==> config.mk <==
export PLATFORM = sky130hd
export DESIGN_NAME = aop_postproc
export DESIGN_NICKNAME = d
export VERILOG_FILES = /design/src/core/aop_pkg.sv /design/src/core/aop_postproc.sv
export SDC_FILE = /design/constraint.sdc
export NUM_CORES = 2
export LEC_CHECK = 0
export ABC_CLOCK_PERIOD_IN_PS = 19100
export BUFFER_PORTS_ARGS = -buffer_cell sky130_fd_sc_hd__buf_2
export CELL_PAD_IN_SITES_DETAIL_PLACEMENT = 1
export CELL_PAD_IN_SITES_GLOBAL_PLACEMENT = 2
export CORE_MARGIN = 2
export CORE_UTILIZATION = 43
export CTS_CLUSTER_SIZE = 25
export DETAILED_ROUTE_END_ITERATION = 8
export PLACE_DENSITY_LB_ADDON = 0.25
export SLEW_MARGIN = 5
export SYNTH_ARGS = -nofsm -noshare
export SYNTH_HDL_FRONTEND = slang
export SYNTH_SLANG_ARGS = --single-unit
export TNS_END_PERCENT = 10
==> constraint.sdc <==
create_clock -name clk_i -period 19.1 [get_ports clk_i]
set_clock_uncertainty 0.1 [all_clocks]
set_input_delay 0.955 -clock clk_i [delete_from_list [all_inputs] [get_ports clk_i]]
set_output_delay 0.955 -clock clk_i [all_outputs]
set_load 0.05 [all_outputs]
==> src/core/aop_pkg.sv <==
// ****************************************************************
// Alarm output postprocessor constants and types.
// ****************************************************************
package aop_pkg;

  // ****************************************************************
  // Register map, byte offsets on the Wishbone bus.
  // ****************************************************************
  localparam logic [7:0] OFS_CTRL  = 8'h00; // Run and commands.
  localparam logic [7:0] OFS_SHIFT = 8'h04; // Input shift.
  localparam logic [7:0] OFS_STAT  = 8'h08; // Alarm status.
  localparam logic [7:0] OFS_CTA   = 8'h0C; // Current sensor assignment.
  localparam logic [3:0] ALM_BASE  = 4'h1;  // Alarm n block at (n+1)*16.
  localparam logic [1:0] SUB_CFG   = 2'h0;  // Alarm configuration.
  localparam logic [1:0] SUB_VAL   = 2'h1;  // Alarm value, low X/H, high L.
  localparam logic [1:0] SUB_HYS   = 2'h2;  // Hysteresis.
  localparam logic [1:0] SUB_DLY   = 2'h3;  // ON and OFF delays.

  // ****************************************************************
  // Field positions.
  // ****************************************************************
  localparam int CTRL_RUN   = 0;  // Control operation running.
  localparam int CTRL_LCAN  = 1;  // Latch cancel command.
  localparam int CTRL_SRST  = 2;  // Software reset command.
  localparam int CTRL_DP    = 4;  // Decimal point selection, 3 bits.
  localparam int CTA_TWO    = 4;  // Second sensor field, 3 bits.
  localparam int DLY_OFF    = 16; // OFF delay field, 10 bits.
  localparam int STAT_OUT   = 4;  // Output pin states, 3 bits.
  localparam int STAT_STBY  = 8;  // Standby flags, 3 bits.

  // ****************************************************************
  // Reset values and limits.
  // ****************************************************************
  localparam logic [3:0]  TYPE_RST = 4'h2;    // Upper limit.
  localparam logic [3:0]  TYPE_MAX = 4'hC;    // Highest type code.
  localparam logic [15:0] HYS_RST  = 16'h0002; // 0.2 units.
  localparam logic [15:0] HYS_MIN  = 16'h0001; // 0.1 units.
  localparam logic [15:0] HYS_MAX  = 16'h2708; // 999.2 units.
  localparam logic [9:0]  DLY_MAX  = 10'h3E7;  // 999 seconds.
  localparam logic [2:0]  CTA_MAX  = 3'h4;     // Control output 4.

  // ****************************************************************
  // Alarm type codes.
  // ****************************************************************
  localparam logic [3:0] T_OFF = 4'h0, T_ULB = 4'h1, T_UP = 4'h2, T_LO = 4'h3;
  localparam logic [3:0] T_RNG = 4'h4, T_ULBS = 4'h5, T_UPS = 4'h6, T_LOS = 4'h7;
  localparam logic [3:0] T_AUP = 4'h8, T_ALO = 4'h9, T_AUPS = 4'hA, T_ALOS = 4'hB;

  // ****************************************************************
  // Timing.
  // ****************************************************************
  localparam int CLK_HZ       = 10_000_000;     // Clock rate in hertz.
  localparam int TICK_S       = 1;              // Delay step in seconds.
  localparam int HOLD_S       = 3;              // Power-up hold in seconds.
  localparam int TICK_CYC_DEF = CLK_HZ * TICK_S; // Cycles per step.
  localparam int HOLD_CYC_DEF = CLK_HZ * HOLD_S; // Cycles of hold.

  // ****************************************************************
  // Carriers.
  // ****************************************************************
  typedef struct packed {
    logic ctl_assigned; // Alarm drives a control output.
    logic sp_sel;       // 1 compares deviation types against the final set point while ramp_en is on and self_tune off.
    logic open_alm;     // 1 opens the contact in alarm when ctl_assigned is also 1.
    logic latch;        // 1 latches an asserted alarm.
    logic [3:0] atype;  // Alarm type code.
  } aop_cfg_s;

  typedef struct packed {
    logic signed [15:0] pv;        // Process value.
    logic signed [15:0] sp_ramp;   // Ramping set point.
    logic signed [15:0] sp_target; // Final set point.
    logic [1:0]         bank;      // Active bank.
    logic               ramp_en;   // Set-point ramping enabled.
    logic               self_tune; // Self-tuning function enabled.
  } aop_proc_s;

endpackage : aop_pkg

==> src/core/aop_postproc.sv <==
`timescale 1ns/1ps
// Contract
// - Three alarms, type codes 0 to 12.
// - Per-alarm hysteresis 0.1 to 999.2, default 0.2.
// - Decimal point zero scales as one digit.
// - Configuration writes accepted only while stopped.
// - Type zero disables all alarm functions.
// - Standby alarm waits for leave then re-entry.
// - Assertion clears standby for later entries.
// - Standby re-armed on start, edits, bank, type.
// - Latched alarm holds until cancel or reset.
// - Polarity one inverts output, zero passes.
// - Output held open three seconds after power-up.
// - Open-in-alarm only for control-output alarms.
// - ON/OFF delays 0 to 999 s, in status.
// - ON delay also runs after power-up, reset.
// - Change passes only when outlasting its delay.
// - Reverting change restarts the delay timer.
// - Reference is ramping or final set point.
// - Selection only for deviation, ramp on, tuning off.
// - Current sensor selectors 0 off, 1 to 4.
module aop_postproc #(
  parameter int TICK_CYC = aop_pkg::TICK_CYC_DEF, // Cycles per delay step.
  parameter int HOLD_CYC = aop_pkg::HOLD_CYC_DEF  // Cycles of power-up hold.
) (
  // Clock and reset.
  input  wire  logic               clk_i,
  input  wire  logic               rst_i,
  // Wishbone slave.
  input  wire  logic               wb_cyc_i,
  input  wire  logic               wb_stb_i,
  input  wire  logic               wb_we_i,
  input  wire  logic [7:0]         wb_adr_i,
  input  wire  logic [3:0]         wb_sel_i,
  input  wire  logic [31:0]        wb_dat_i,
  output logic                     wb_ack_o,
  output logic       [31:0]        wb_dat_o,
  // Process inputs.
  input  wire  aop_pkg::aop_proc_s proc_i,
  // Alarm results.
  output logic       [2:0]         alarm_out_o,
  output logic       [2:0]         alarm_status_o,
  // Current sensor selection, one-hot control output.
  output logic       [3:0]         current_sensor_one_o,
  output logic       [3:0]         current_sensor_two_o
);

  // ****************************************************************
  // Declarations.
  // ****************************************************************
  logic                    run;        // Control operation running.
  logic                    run_q;      // Run delayed for edge detection.
  logic                    lat_cancel; // Latch cancel pulse.
  logic                    soft_rst;   // Software reset pulse.
  logic [2:0]              dp;         // Decimal point selection.
  logic [15:0]             shift;      // Input shift.
  logic [2:0]              cta1;       // First sensor assignment.
  logic [2:0]              cta2;       // Second sensor assignment.
  aop_pkg::aop_cfg_s       cfg [3];    // Alarm configurations.
  logic [31:0]             aval [3];   // Alarm values.
  logic [15:0]             hys [3];    // Hysteresis values.
  logic [9:0]              don [3];    // ON delays in seconds.
  logic [9:0]              doff [3];   // OFF delays in seconds.
  logic [2:0]              arm_wr;     // Per-alarm re-arm from writes.
  logic                    wr;         // Write taken this edge.
  logic                    rd;         // Read taken this edge.
  logic [31:0]             next_dat;   // Read data selected.
  logic [31:0]             pre_cnt;    // Step prescaler.
  logic                    tick;       // One-second step pulse.
  logic [31:0]             hold_cnt;   // Power-up hold counter.
  logic                    hold;       // Power-up hold active.
  logic signed [15:0]      sp_last;    // Set point seen last cycle.
  logic [1:0]              bank_last;  // Bank seen last cycle.
  logic                    rearm_all;  // Re-arm every standby.
  logic                    next_sta [3]; // Next status bits.
  logic                    next_out [3]; // Next output bits.
  logic                    stby_v [3];   // Standby flags for reading.

  // Byte-lane merge of a write into a register image.
  function automatic logic [31:0] wm(input logic [31:0] o, input logic [31:0] n,
                                     input logic [3:0] s);
    logic [31:0] r;
    r = o;
    for (int b = 0; b < 4; b++)
    begin
      if (s[b])
      begin
        r[8*b +: 8] = n[8*b +: 8];
      end
    end
    return r;
  endfunction : wm

  // ****************************************************************
  // Wishbone handshake.
  // ****************************************************************
  assign wr = wb_cyc_i & wb_stb_i & wb_we_i & ~wb_ack_o;
  assign rd = wb_cyc_i & wb_stb_i & ~wb_we_i & ~wb_ack_o;

  // Acknowledge one cycle after the request, drop it the cycle after.
  always_ff @(posedge clk_i)
  begin
    if (rst_i)
    begin
      wb_ack_o <= 1'b0;
      wb_dat_o <= 32'h0000_0000;
    end
    else
    begin
      wb_ack_o <= wb_cyc_i & wb_stb_i & ~wb_ack_o;
      if (rd)
      begin
        wb_dat_o <= next_dat;
      end
    end
  end

  // Read multiplexer; unmapped offsets read as zero.
  always_comb
  begin
    next_dat = 32'h0000_0000;
    if (wb_adr_i[7:4] == 4'h0)
    begin
      unique case (wb_adr_i[3:2])
        aop_pkg::OFS_CTRL[3:2]:  next_dat = {25'h0, dp, 3'h0, run};
        aop_pkg::OFS_SHIFT[3:2]: next_dat = {16'h0, shift};
        aop_pkg::OFS_STAT[3:2]:
        begin
          for (int i = 0; i < 3; i++)
          begin
            next_dat[i] = alarm_status_o[i];
            next_dat[aop_pkg::STAT_OUT + i] = alarm_out_o[i];
            next_dat[aop_pkg::STAT_STBY + i] = stby_v[i];
          end
        end
        aop_pkg::OFS_CTA[3:2]:   next_dat = {25'h0, cta2, 1'b0, cta1};
      endcase
    end
    for (int i = 0; i < 3; i++)
    begin
      if (wb_adr_i[7:4] == aop_pkg::ALM_BASE + 4'(i))
      begin
        unique case (wb_adr_i[3:2])
          aop_pkg::SUB_CFG: next_dat = {24'h0, cfg[i]};
          aop_pkg::SUB_VAL: next_dat = aval[i];
          aop_pkg::SUB_HYS: next_dat = {16'h0, hys[i]};
          aop_pkg::SUB_DLY: next_dat = {6'h0, doff[i], 6'h0, don[i]};
        endcase
      end
    end
  end

  // ****************************************************************
  // Register writes.
  // ****************************************************************
  // Configuration is only taken while stopped; run and commands always.
  always_ff @(posedge clk_i)
  begin
    logic [31:0] n;
    if (rst_i)
    begin
      run        <= 1'b0;
      lat_cancel <= 1'b0;
      soft_rst   <= 1'b0;
      dp         <= 3'h0;
      shift      <= 16'h0000;
      cta1       <= 3'h0;
      cta2       <= 3'h0;
      arm_wr     <= 3'h0;
      for (int i = 0; i < 3; i++)
      begin
        cfg[i]  <= '{atype: aop_pkg::TYPE_RST, default: 1'b0};
        aval[i] <= 32'h0000_0000;
        hys[i]  <= aop_pkg::HYS_RST;
        don[i]  <= 10'h000;
        doff[i] <= 10'h000;
      end
    end
    else
    begin
      lat_cancel <= 1'b0;
      soft_rst   <= 1'b0;
      arm_wr     <= 3'h0;
      if (wr && wb_adr_i[7:2] == aop_pkg::OFS_CTRL[7:2])
      begin
        n = wm({25'h0, dp, 3'h0, run}, wb_dat_i, wb_sel_i);
        run        <= n[aop_pkg::CTRL_RUN];
        lat_cancel <= n[aop_pkg::CTRL_LCAN];
        soft_rst   <= n[aop_pkg::CTRL_SRST];
        if (!run)
        begin
          dp <= n[aop_pkg::CTRL_DP +: 3];
        end
      end
      if (wr && !run)
      begin
        if (wb_adr_i[7:2] == aop_pkg::OFS_SHIFT[7:2])
        begin
          n = wm({16'h0, shift}, wb_dat_i, wb_sel_i);
          shift  <= n[15:0];
          arm_wr <= 3'h7;
        end
        if (wb_adr_i[7:2] == aop_pkg::OFS_CTA[7:2])
        begin
          n = wm({25'h0, cta2, 1'b0, cta1}, wb_dat_i, wb_sel_i);
          if (n[2:0] <= aop_pkg::CTA_MAX)
          begin
            cta1 <= n[2:0];
          end
          if (n[aop_pkg::CTA_TWO +: 3] <= aop_pkg::CTA_MAX)
          begin
            cta2 <= n[aop_pkg::CTA_TWO +: 3];
          end
        end
        for (int i = 0; i < 3; i++)
        begin
          if (wb_adr_i[7:4] == aop_pkg::ALM_BASE + 4'(i))
          begin
            unique case (wb_adr_i[3:2])
              aop_pkg::SUB_CFG:
              begin
                n = wm({24'h0, cfg[i]}, wb_dat_i, wb_sel_i);
                if (n[3:0] <= aop_pkg::TYPE_MAX)
                begin
                  cfg[i] <= n[7:0];
                  if (n[3:0] != cfg[i].atype)
                  begin
                    arm_wr[i] <= 1'b1;
                  end
                end
              end
              aop_pkg::SUB_VAL:
              begin
                aval[i]   <= wm(aval[i], wb_dat_i, wb_sel_i);
                arm_wr[i] <= 1'b1;
              end
              aop_pkg::SUB_HYS:
              begin
                n = wm({16'h0, hys[i]}, wb_dat_i, wb_sel_i);
                if (n[15:0] >= aop_pkg::HYS_MIN && n[15:0] <= aop_pkg::HYS_MAX)
                begin
                  hys[i] <= n[15:0];
                end
              end
              aop_pkg::SUB_DLY:
              begin
                n = wm({6'h0, doff[i], 6'h0, don[i]}, wb_dat_i, wb_sel_i);
                if (n[9:0] <= aop_pkg::DLY_MAX)
                begin
                  don[i] <= n[9:0];
                end
                if (n[aop_pkg::DLY_OFF +: 10] <= aop_pkg::DLY_MAX)
                begin
                  doff[i] <= n[aop_pkg::DLY_OFF +: 10];
                end
              end
            endcase
          end
        end
      end
    end
  end

  // ****************************************************************
  // Timebase and power-up hold.
  // ****************************************************************
  // One-second step; a software reset restarts it with the delays.
  always_ff @(posedge clk_i)
  begin
    if (rst_i || soft_rst)
    begin
      pre_cnt <= 32'h0000_0000;
      tick    <= 1'b0;
    end
    else if (pre_cnt == 32'(TICK_CYC - 1))
    begin
      pre_cnt <= 32'h0000_0000;
      tick    <= 1'b1;
    end
    else
    begin
      pre_cnt <= pre_cnt + 32'h0000_0001;
      tick    <= 1'b0;
    end
  end

  // Holds every alarm pin open for the first seconds after power-up.
  always_ff @(posedge clk_i)
  begin
    if (rst_i)
    begin
      hold_cnt <= 32'h0000_0000;
      hold     <= 1'b1;
    end
    else if (hold)
    begin
      hold_cnt <= hold_cnt + 32'h0000_0001;
      hold     <= (hold_cnt != 32'(HOLD_CYC - 1));
    end
  end

  // ****************************************************************
  // Standby re-arm events.
  // ****************************************************************
  // Control start, software reset, set point and bank changes.
  always_ff @(posedge clk_i)
  begin
    if (rst_i)
    begin
      run_q     <= 1'b0;
      sp_last   <= 16'h0000;
      bank_last <= 2'h0;
    end
    else
    begin
      run_q     <= run;
      sp_last   <= proc_i.sp_target;
      bank_last <= proc_i.bank;
    end
  end

  assign rearm_all = (run & ~run_q) | soft_rst | (sp_last != proc_i.sp_target)
                   | (bank_last != proc_i.bank);

  // ****************************************************************
  // Per-alarm conditioning.
  // ****************************************************************
  for (genvar g = 0; g < 3; g++)
  begin : g_alm
    aop_pkg::aop_cfg_s  c;      // This alarm's configuration.
    logic               dev;    // Deviation type.
    logic               absv;   // Absolute-value type.
    logic               sb;     // Standby-sequence type.
    logic signed [19:0] refv;   // Comparison reference.
    logic signed [19:0] pvs;    // Scaled shifted process value.
    logic signed [19:0] th;     // Scaled upper threshold.
    logic signed [19:0] tl;     // Scaled lower threshold.
    logic signed [19:0] h;      // Hysteresis.
    logic               next_fn; // Next raw alarm function.
    logic               fn;     // Raw alarm function.
    logic               stby;   // Standby armed.
    logic               gated;  // Function after standby.
    logic               del;    // Delayed alarm.
    logic [9:0]         cnt;    // Delay steps seen.
    logic [9:0]         lim;    // Delay for the pending change.
    logic               lat;    // Latched alarm.
    logic               alm;    // Final alarm state.

    // Multiply by ten when the decimal point selection is zero.
    function automatic logic signed [19:0] scl(input logic signed [19:0] v,
                                               input logic z);
      return z ? (v <<< 3) + (v <<< 1) : v;
    endfunction : scl

    assign c    = cfg[g];
    assign dev  = (c.atype >= aop_pkg::T_ULB) && (c.atype <= aop_pkg::T_LOS);
    assign absv = (c.atype >= aop_pkg::T_AUP) && (c.atype <= aop_pkg::T_ALOS);
    assign sb   = (c.atype == aop_pkg::T_ULBS) || (c.atype == aop_pkg::T_UPS)
               || (c.atype == aop_pkg::T_LOS) || (c.atype == aop_pkg::T_AUPS)
               || (c.atype == aop_pkg::T_ALOS);

    // Threshold build-up and comparison with hysteresis.
    always_comb
    begin
      refv = (c.sp_sel && dev && proc_i.ramp_en && !proc_i.self_tune)
           ? 20'(proc_i.sp_target) : 20'(proc_i.sp_ramp);
      th = absv ? 20'($signed(aval[g][15:0]))
                : refv + 20'($signed(aval[g][15:0]));
      if (c.atype == aop_pkg::T_ULB || c.atype == aop_pkg::T_RNG
          || c.atype == aop_pkg::T_ULBS)
      begin
        tl = refv - 20'($signed(aval[g][31:16]));
      end
      else
      begin
        tl = th;
      end
      pvs = scl(20'(proc_i.pv) + 20'($signed(shift)), dp == 3'h0);
      th  = scl(th, dp == 3'h0);
      tl  = scl(tl, dp == 3'h0);
      h   = {4'h0, hys[g]};
      unique case (c.atype)
        aop_pkg::T_UP, aop_pkg::T_UPS, aop_pkg::T_AUP, aop_pkg::T_AUPS:
          next_fn = fn ? !(pvs < th - h) : (pvs > th);
        aop_pkg::T_LO, aop_pkg::T_LOS, aop_pkg::T_ALO, aop_pkg::T_ALOS:
          next_fn = fn ? !(pvs > tl + h) : (pvs < tl);
        aop_pkg::T_ULB, aop_pkg::T_ULBS:
          next_fn = fn ? !((pvs < th - h) && (pvs > tl + h)) : ((pvs > th) || (pvs < tl));
        aop_pkg::T_RNG:
          next_fn = fn ? !((pvs > th + h) || (pvs < tl - h)) : ((pvs <= th) && (pvs >= tl));
        default:
          next_fn = 1'b0;
      endcase
    end

    // Raw function state; type zero keeps it off.
    always_ff @(posedge clk_i)
    begin
      if (rst_i || c.atype == aop_pkg::T_OFF)
      begin
        fn <= 1'b0;
      end
      else
      begin
        fn <= next_fn;
      end
    end

    // Standby: armed by events, dropped when the next function value is off.
    always_ff @(posedge clk_i)
    begin
      if (rst_i || rearm_all || arm_wr[g])
      begin
        stby <= 1'b1;
      end
      else if (!next_fn)
      begin
        stby <= 1'b0;
      end
    end

    assign gated = fn & ~(sb & stby);

    // ON/OFF delay; a reverting change clears the step count.
    assign lim = gated ? don[g] : doff[g];
    always_ff @(posedge clk_i)
    begin
      if (rst_i || soft_rst || c.atype == aop_pkg::T_OFF)
      begin
        del <= 1'b0;
        cnt <= 10'h000;
      end
      else if (gated == del)
      begin
        cnt <= 10'h000;
      end
      else if (lim == 10'h000)
      begin
        del <= gated;
      end
      else if (tick)
      begin
        if (cnt == lim)
        begin
          del <= gated;
          cnt <= 10'h000;
        end
        else
        begin
          cnt <= cnt + 10'h001;
        end
      end
    end

    // Latch; a new assertion wins over a cancel in the same cycle.
    always_ff @(posedge clk_i)
    begin
      if (rst_i || c.atype == aop_pkg::T_OFF)
      begin
        lat <= 1'b0;
      end
      else if (c.latch && del)
      begin
        lat <= 1'b1;
      end
      else if (lat_cancel || soft_rst || !c.latch)
      begin
        lat <= 1'b0;
      end
    end

    assign alm         = del | lat;
    assign stby_v[g]   = stby & sb;
    assign next_sta[g] = alm;
    assign next_out[g] = !hold && c.atype != aop_pkg::T_OFF
                       && (alm ^ (c.open_alm & c.ctl_assigned));
  end

  // ****************************************************************
  // Output registers.
  // ****************************************************************
  // Alarm pins, status and sensor selections all leave from flops.
  always_ff @(posedge clk_i)
  begin
    if (rst_i)
    begin
      alarm_out_o          <= 3'h0;
      alarm_status_o       <= 3'h0;
      current_sensor_one_o <= 4'h0;
      current_sensor_two_o <= 4'h0;
    end
    else
    begin
      for (int i = 0; i < 3; i++)
      begin
        alarm_out_o[i]    <= next_out[i];
        alarm_status_o[i] <= next_sta[i];
      end
      current_sensor_one_o <= (cta1 == 3'h0) ? 4'h0 : 4'h1 << (cta1 - 3'h1);
      current_sensor_two_o <= (cta2 == 3'h0) ? 4'h0 : 4'h1 << (cta2 - 3'h1);
    end
  end

endmodule : aop_postproc

==> results by group <==
Synthesis
  • Post-synthesis xor/xnor area fraction: 0.0905
  • Number of synthesized flops with an enable pin: 228
  • Net count after synthesis: 7054
  • Dominant cell type by area after synthesis: ha_1
  • Share of Yosys cell area claimed by the top area cell type: 0.193
  • Compound-cell area share of the yosys netlist: 0.211
  • Synth cell types: 98
  • FFs w/ async S/R, synth: 0
  • Combinational family with the most area after synthesis: compound AO/OA/AOI/OAI gates
  • Post-synthesis adder-cell area fraction: 0.203
  • Seq/Total Area, Yosys: 0.216
  • Yosys reg bits: 433
  • Synth warn: 0
  • Post-Synthesis Cells: 6145
  • Post-Synth Simple-Gate Area: 0.181
  • Synth Flop Type: edfxtp_1
  • Area contributors post-synth: ha_1, edfxtp_1, dfxtp_1
  • Cell Area, Synth: 50700 um^2
  • Mux cell area share after synthesis: 0.0514
  • Average size of a mapped cell: 8.25 um^2

Timing
  • Rel. slew slack: -0.0297
  • RSZ-0062 raised after global routing: no
  • Worst Max-Slew Pin Slew: 1.51 ns
  • Setup TNS: 0 ns
  • Pins over their slew limit: 2
  • Min cycle time layout: 10.88 ns
  • Hold Violations, Final: 0
  • Final setup violation count: 0
  • Max Freq: 0.0919 GHz
  • Final critical-path setup slack: 8.22 ns
  • Final period util: 0.570

Floorplan
  • Starting Density: 0.435
  • Die area: 121000 um^2
  • FP Rows: 125
  • Core Box Area: 117000 um^2
  • Die X: 347 um
  • Die H: 347 um
  • # IOs: 148

Clock tree
  • Skew-Pair Late Insertion Delay: 0.63 ns
  • Cts hold-fix bufs: 0
  • Postcts setup bufs: 0
  • CTS tree: done
  • # clock sinks: 433
  • Num CTS Buffers: 47
  • Clk buf depth: 3
  • H-tree depth: 2
  • # resized after CTS: 0
  • Reg clk slew, reported paths: 0.07 ns
  • CTS root buffer: clkbuf_16

Power and ir drop
  • Comb pwr share: 0.725
  • NetSw: 3510 uW
  • VDD IR-drop max: 0.0668 mV
  • Switching share of total power: 0.488
  • Clk pwr share: 0.128
  • PwrDens: 132 nW/um^2
  • Sequential fraction of design power: 0.147
  • Pleak: 0.0238 uW
  • Pint: 3690 uW

Job
  • Max Cap Violations: 1

Global route
  • Overflow after GRT: 0
  • Tot GR Track Use: 0.344
  • First-pass GRT wire length: 313000 um
  • Vias in the first global route: 48100
  • Initial antenna violation count: 23
  • Largest net degree at the start of global routing: 62

Routing
  • # DRC: 0
  • Final WL: 214000 um
  • DR WL/cell: 27.6 um
  • DRT Pass-1 Iters: 6
  • Via count: 48700
  • Antenna-violating nets left: 0
  • Drt via density: 6.28
  • 1st-iter DRT viols: 4599

Finish
  • Commonest non-fill, non-tap cells in the layout: ha_1, nor2_1, a21oi_1
  • Final instance count without filler cells: 7750
  • Share of layout cells above drive strength 1: 0.0812
  • Most common cell after layout, fill and taps aside: ha_1
  • P&R area growth vs syn: 7.66%
  • Nets: 7090
  • FILL cells: 14000
  • Finished Cell Area: 54600 um^2

Outcome
  • Outcome: finished, violations left
  • Failing checks: capacitance limit, slew limit

Worst setup path
  • Startpoint Class: register
  • Crit path max-delay family: compound AO/OA/AOI/OAI gates
  • CP most frequent cell: a21oi_1
  • CP Class: register to register
  • Setup crit end kind: register
  • Data required, critical path: 19.47 ns
  • WP buf/inv: 2
  • CP max-delay cell: edfxtp_1
  • Crit path largest cell delay: 0.74 ns
  • CP arrival: 11.25 ns
  • Crit-path max FO: 16

Placed design
  • PortBufs: 145
  • Placed cell area: 53100 um^2
  • Hpwl dp: 173000 um
  • Placed Cells incl. Taps: 7656
  • Gpl congestion: 0.987
  • Pre-CTS setup slack: 8.12 ns

Hold path
  • Path type of the worst min-delay path: register to register
[metal layers]
layer  part of all wire  routed length, um  GRT usage  vias up
li1                   -                  -          -    22300
met1               0.43              92200      0.471    24000
met2               0.43              91500      0.531     1942
met3              0.087              18600     0.0532      418
met4              0.054              11400      0.159       10
met5            0.00025                 54          0        -
[cell type report]
| cell class | count | area (um^2) | share of cell area |
|---|---|---|---|
| Multi-Input combinational cell | 5100 | 37600 | 0.688 |
| Sequential cell | 433 | 11000 | 0.201 |
| Tap cell | 1524 | 1910 | 0.0349 |
| Inverter | 393 | 1480 | 0.0270 |
| Clock buffer | 66 | 1270 | 0.0232 |
| Timing Repair Buffer | 206 | 1190 | 0.0217 |
| Clock inverter | 22 | 244 | 0.00447 |
| Antenna cell | 6 | 15.0 | 0.000275 |
[worst register-to-register path: cells and delay by family, from the launching register on]
family	cells	cell delay [ns]
flops	1	0.74
mux	2	1.04
xor+xnor	3	0.35
buf+inv	2	0.66
compound gates	22	4.77
fa+ha+maj	5	1.92
simple gates	6	1.15
[logic make-up after synthesis]
logic type,after synthesis
adder cells (fa/ha/maj),808
AO/OA/AOI/OAI,1645
multiplexers,217
buffers and inverters,612
XOR/XNOR,524
flip-flops,433
AND/OR/NAND/NOR,1906
[registers in the layout (all words and copies together) (netlist names), 16 cells and up]
signal / cells
doff: 30
pre_cnt: 32
wb_dat_o: 32
cfg: 24
sp_last: 16
don: 30
aval: 96
hys: 48
shift: 16
g_alm.cnt: 30
hold_cnt: 32
[through the flow]
stage	hold WS, ns	utilization	power, uW
after global placement	0.301	0.455	6040
after floorplan	0.290	-	4870
after CTS	0.321	0.468	7140
after global routing	0.355	0.468	7830
after detailed placement	0.305	0.455	6210
final	0.337	0.469	7200
[path summary, 6_finish.rpt]
kind | cells past startpoint | endpoint | start | slack (ns)
worst min register to register | 1 | g_alm[1].stby$_SDFFE_PP1N_ | arm_wr[1]$_SDFF_PP0_ | 0.34
worst min-delay path | 1 | g_alm[1].stby$_SDFFE_PP1N_ | arm_wr[1]$_SDFF_PP0_ | 0.34
worst max register to register | 40 | g_alm[2].stby$_SDFFE_PP1N_ | cfg[0][16]$_SDFFCE_PP0P_ | 8.22
worst max-delay path | 40 | g_alm[2].stby$_SDFFE_PP1N_ | cfg[0][16]$_SDFFCE_PP0P_ | 8.22
[synthesized netlist by cell type, drive strengths merged, types with 42 or more instances]
| cell | instances |
|---|---|
| a22oi | 46 |
| nor4 | 44 |
| nand4 | 90 |
| nand2 | 431 |
| nor2 | 594 |
| inv | 392 |
| o21ai | 314 |
| a21o | 175 |
| dfxtp | 205 |
| buf | 42 |
| and3 | 60 |
| nor3 | 141 |
| nand3 | 109 |
| o21bai | 52 |
| mux2i | 107 |
| clkbuf | 177 |
| xnor2 | 323 |
| and2 | 58 |
| nand2b | 94 |
| xor2 | 201 |
| ha | 782 |
| o31ai | 43 |
| a21oi | 530 |
| mux2 | 85 |
| edfxtp | 228 |
| a211oi | 62 |
| nor2b | 134 |
| o21a | 91 |
[power groups by stage]
stage               sequential, uW  clock, uW  combinational (uW)
floorplan                     1050          0                3820
global placement              1080          0                4960
detailed placement            1080          0                5130
CTS                           1060        923                5160
global route                  1060        959                5810
finish                        1060        921                5220
(Power assumes the default switching activity.)
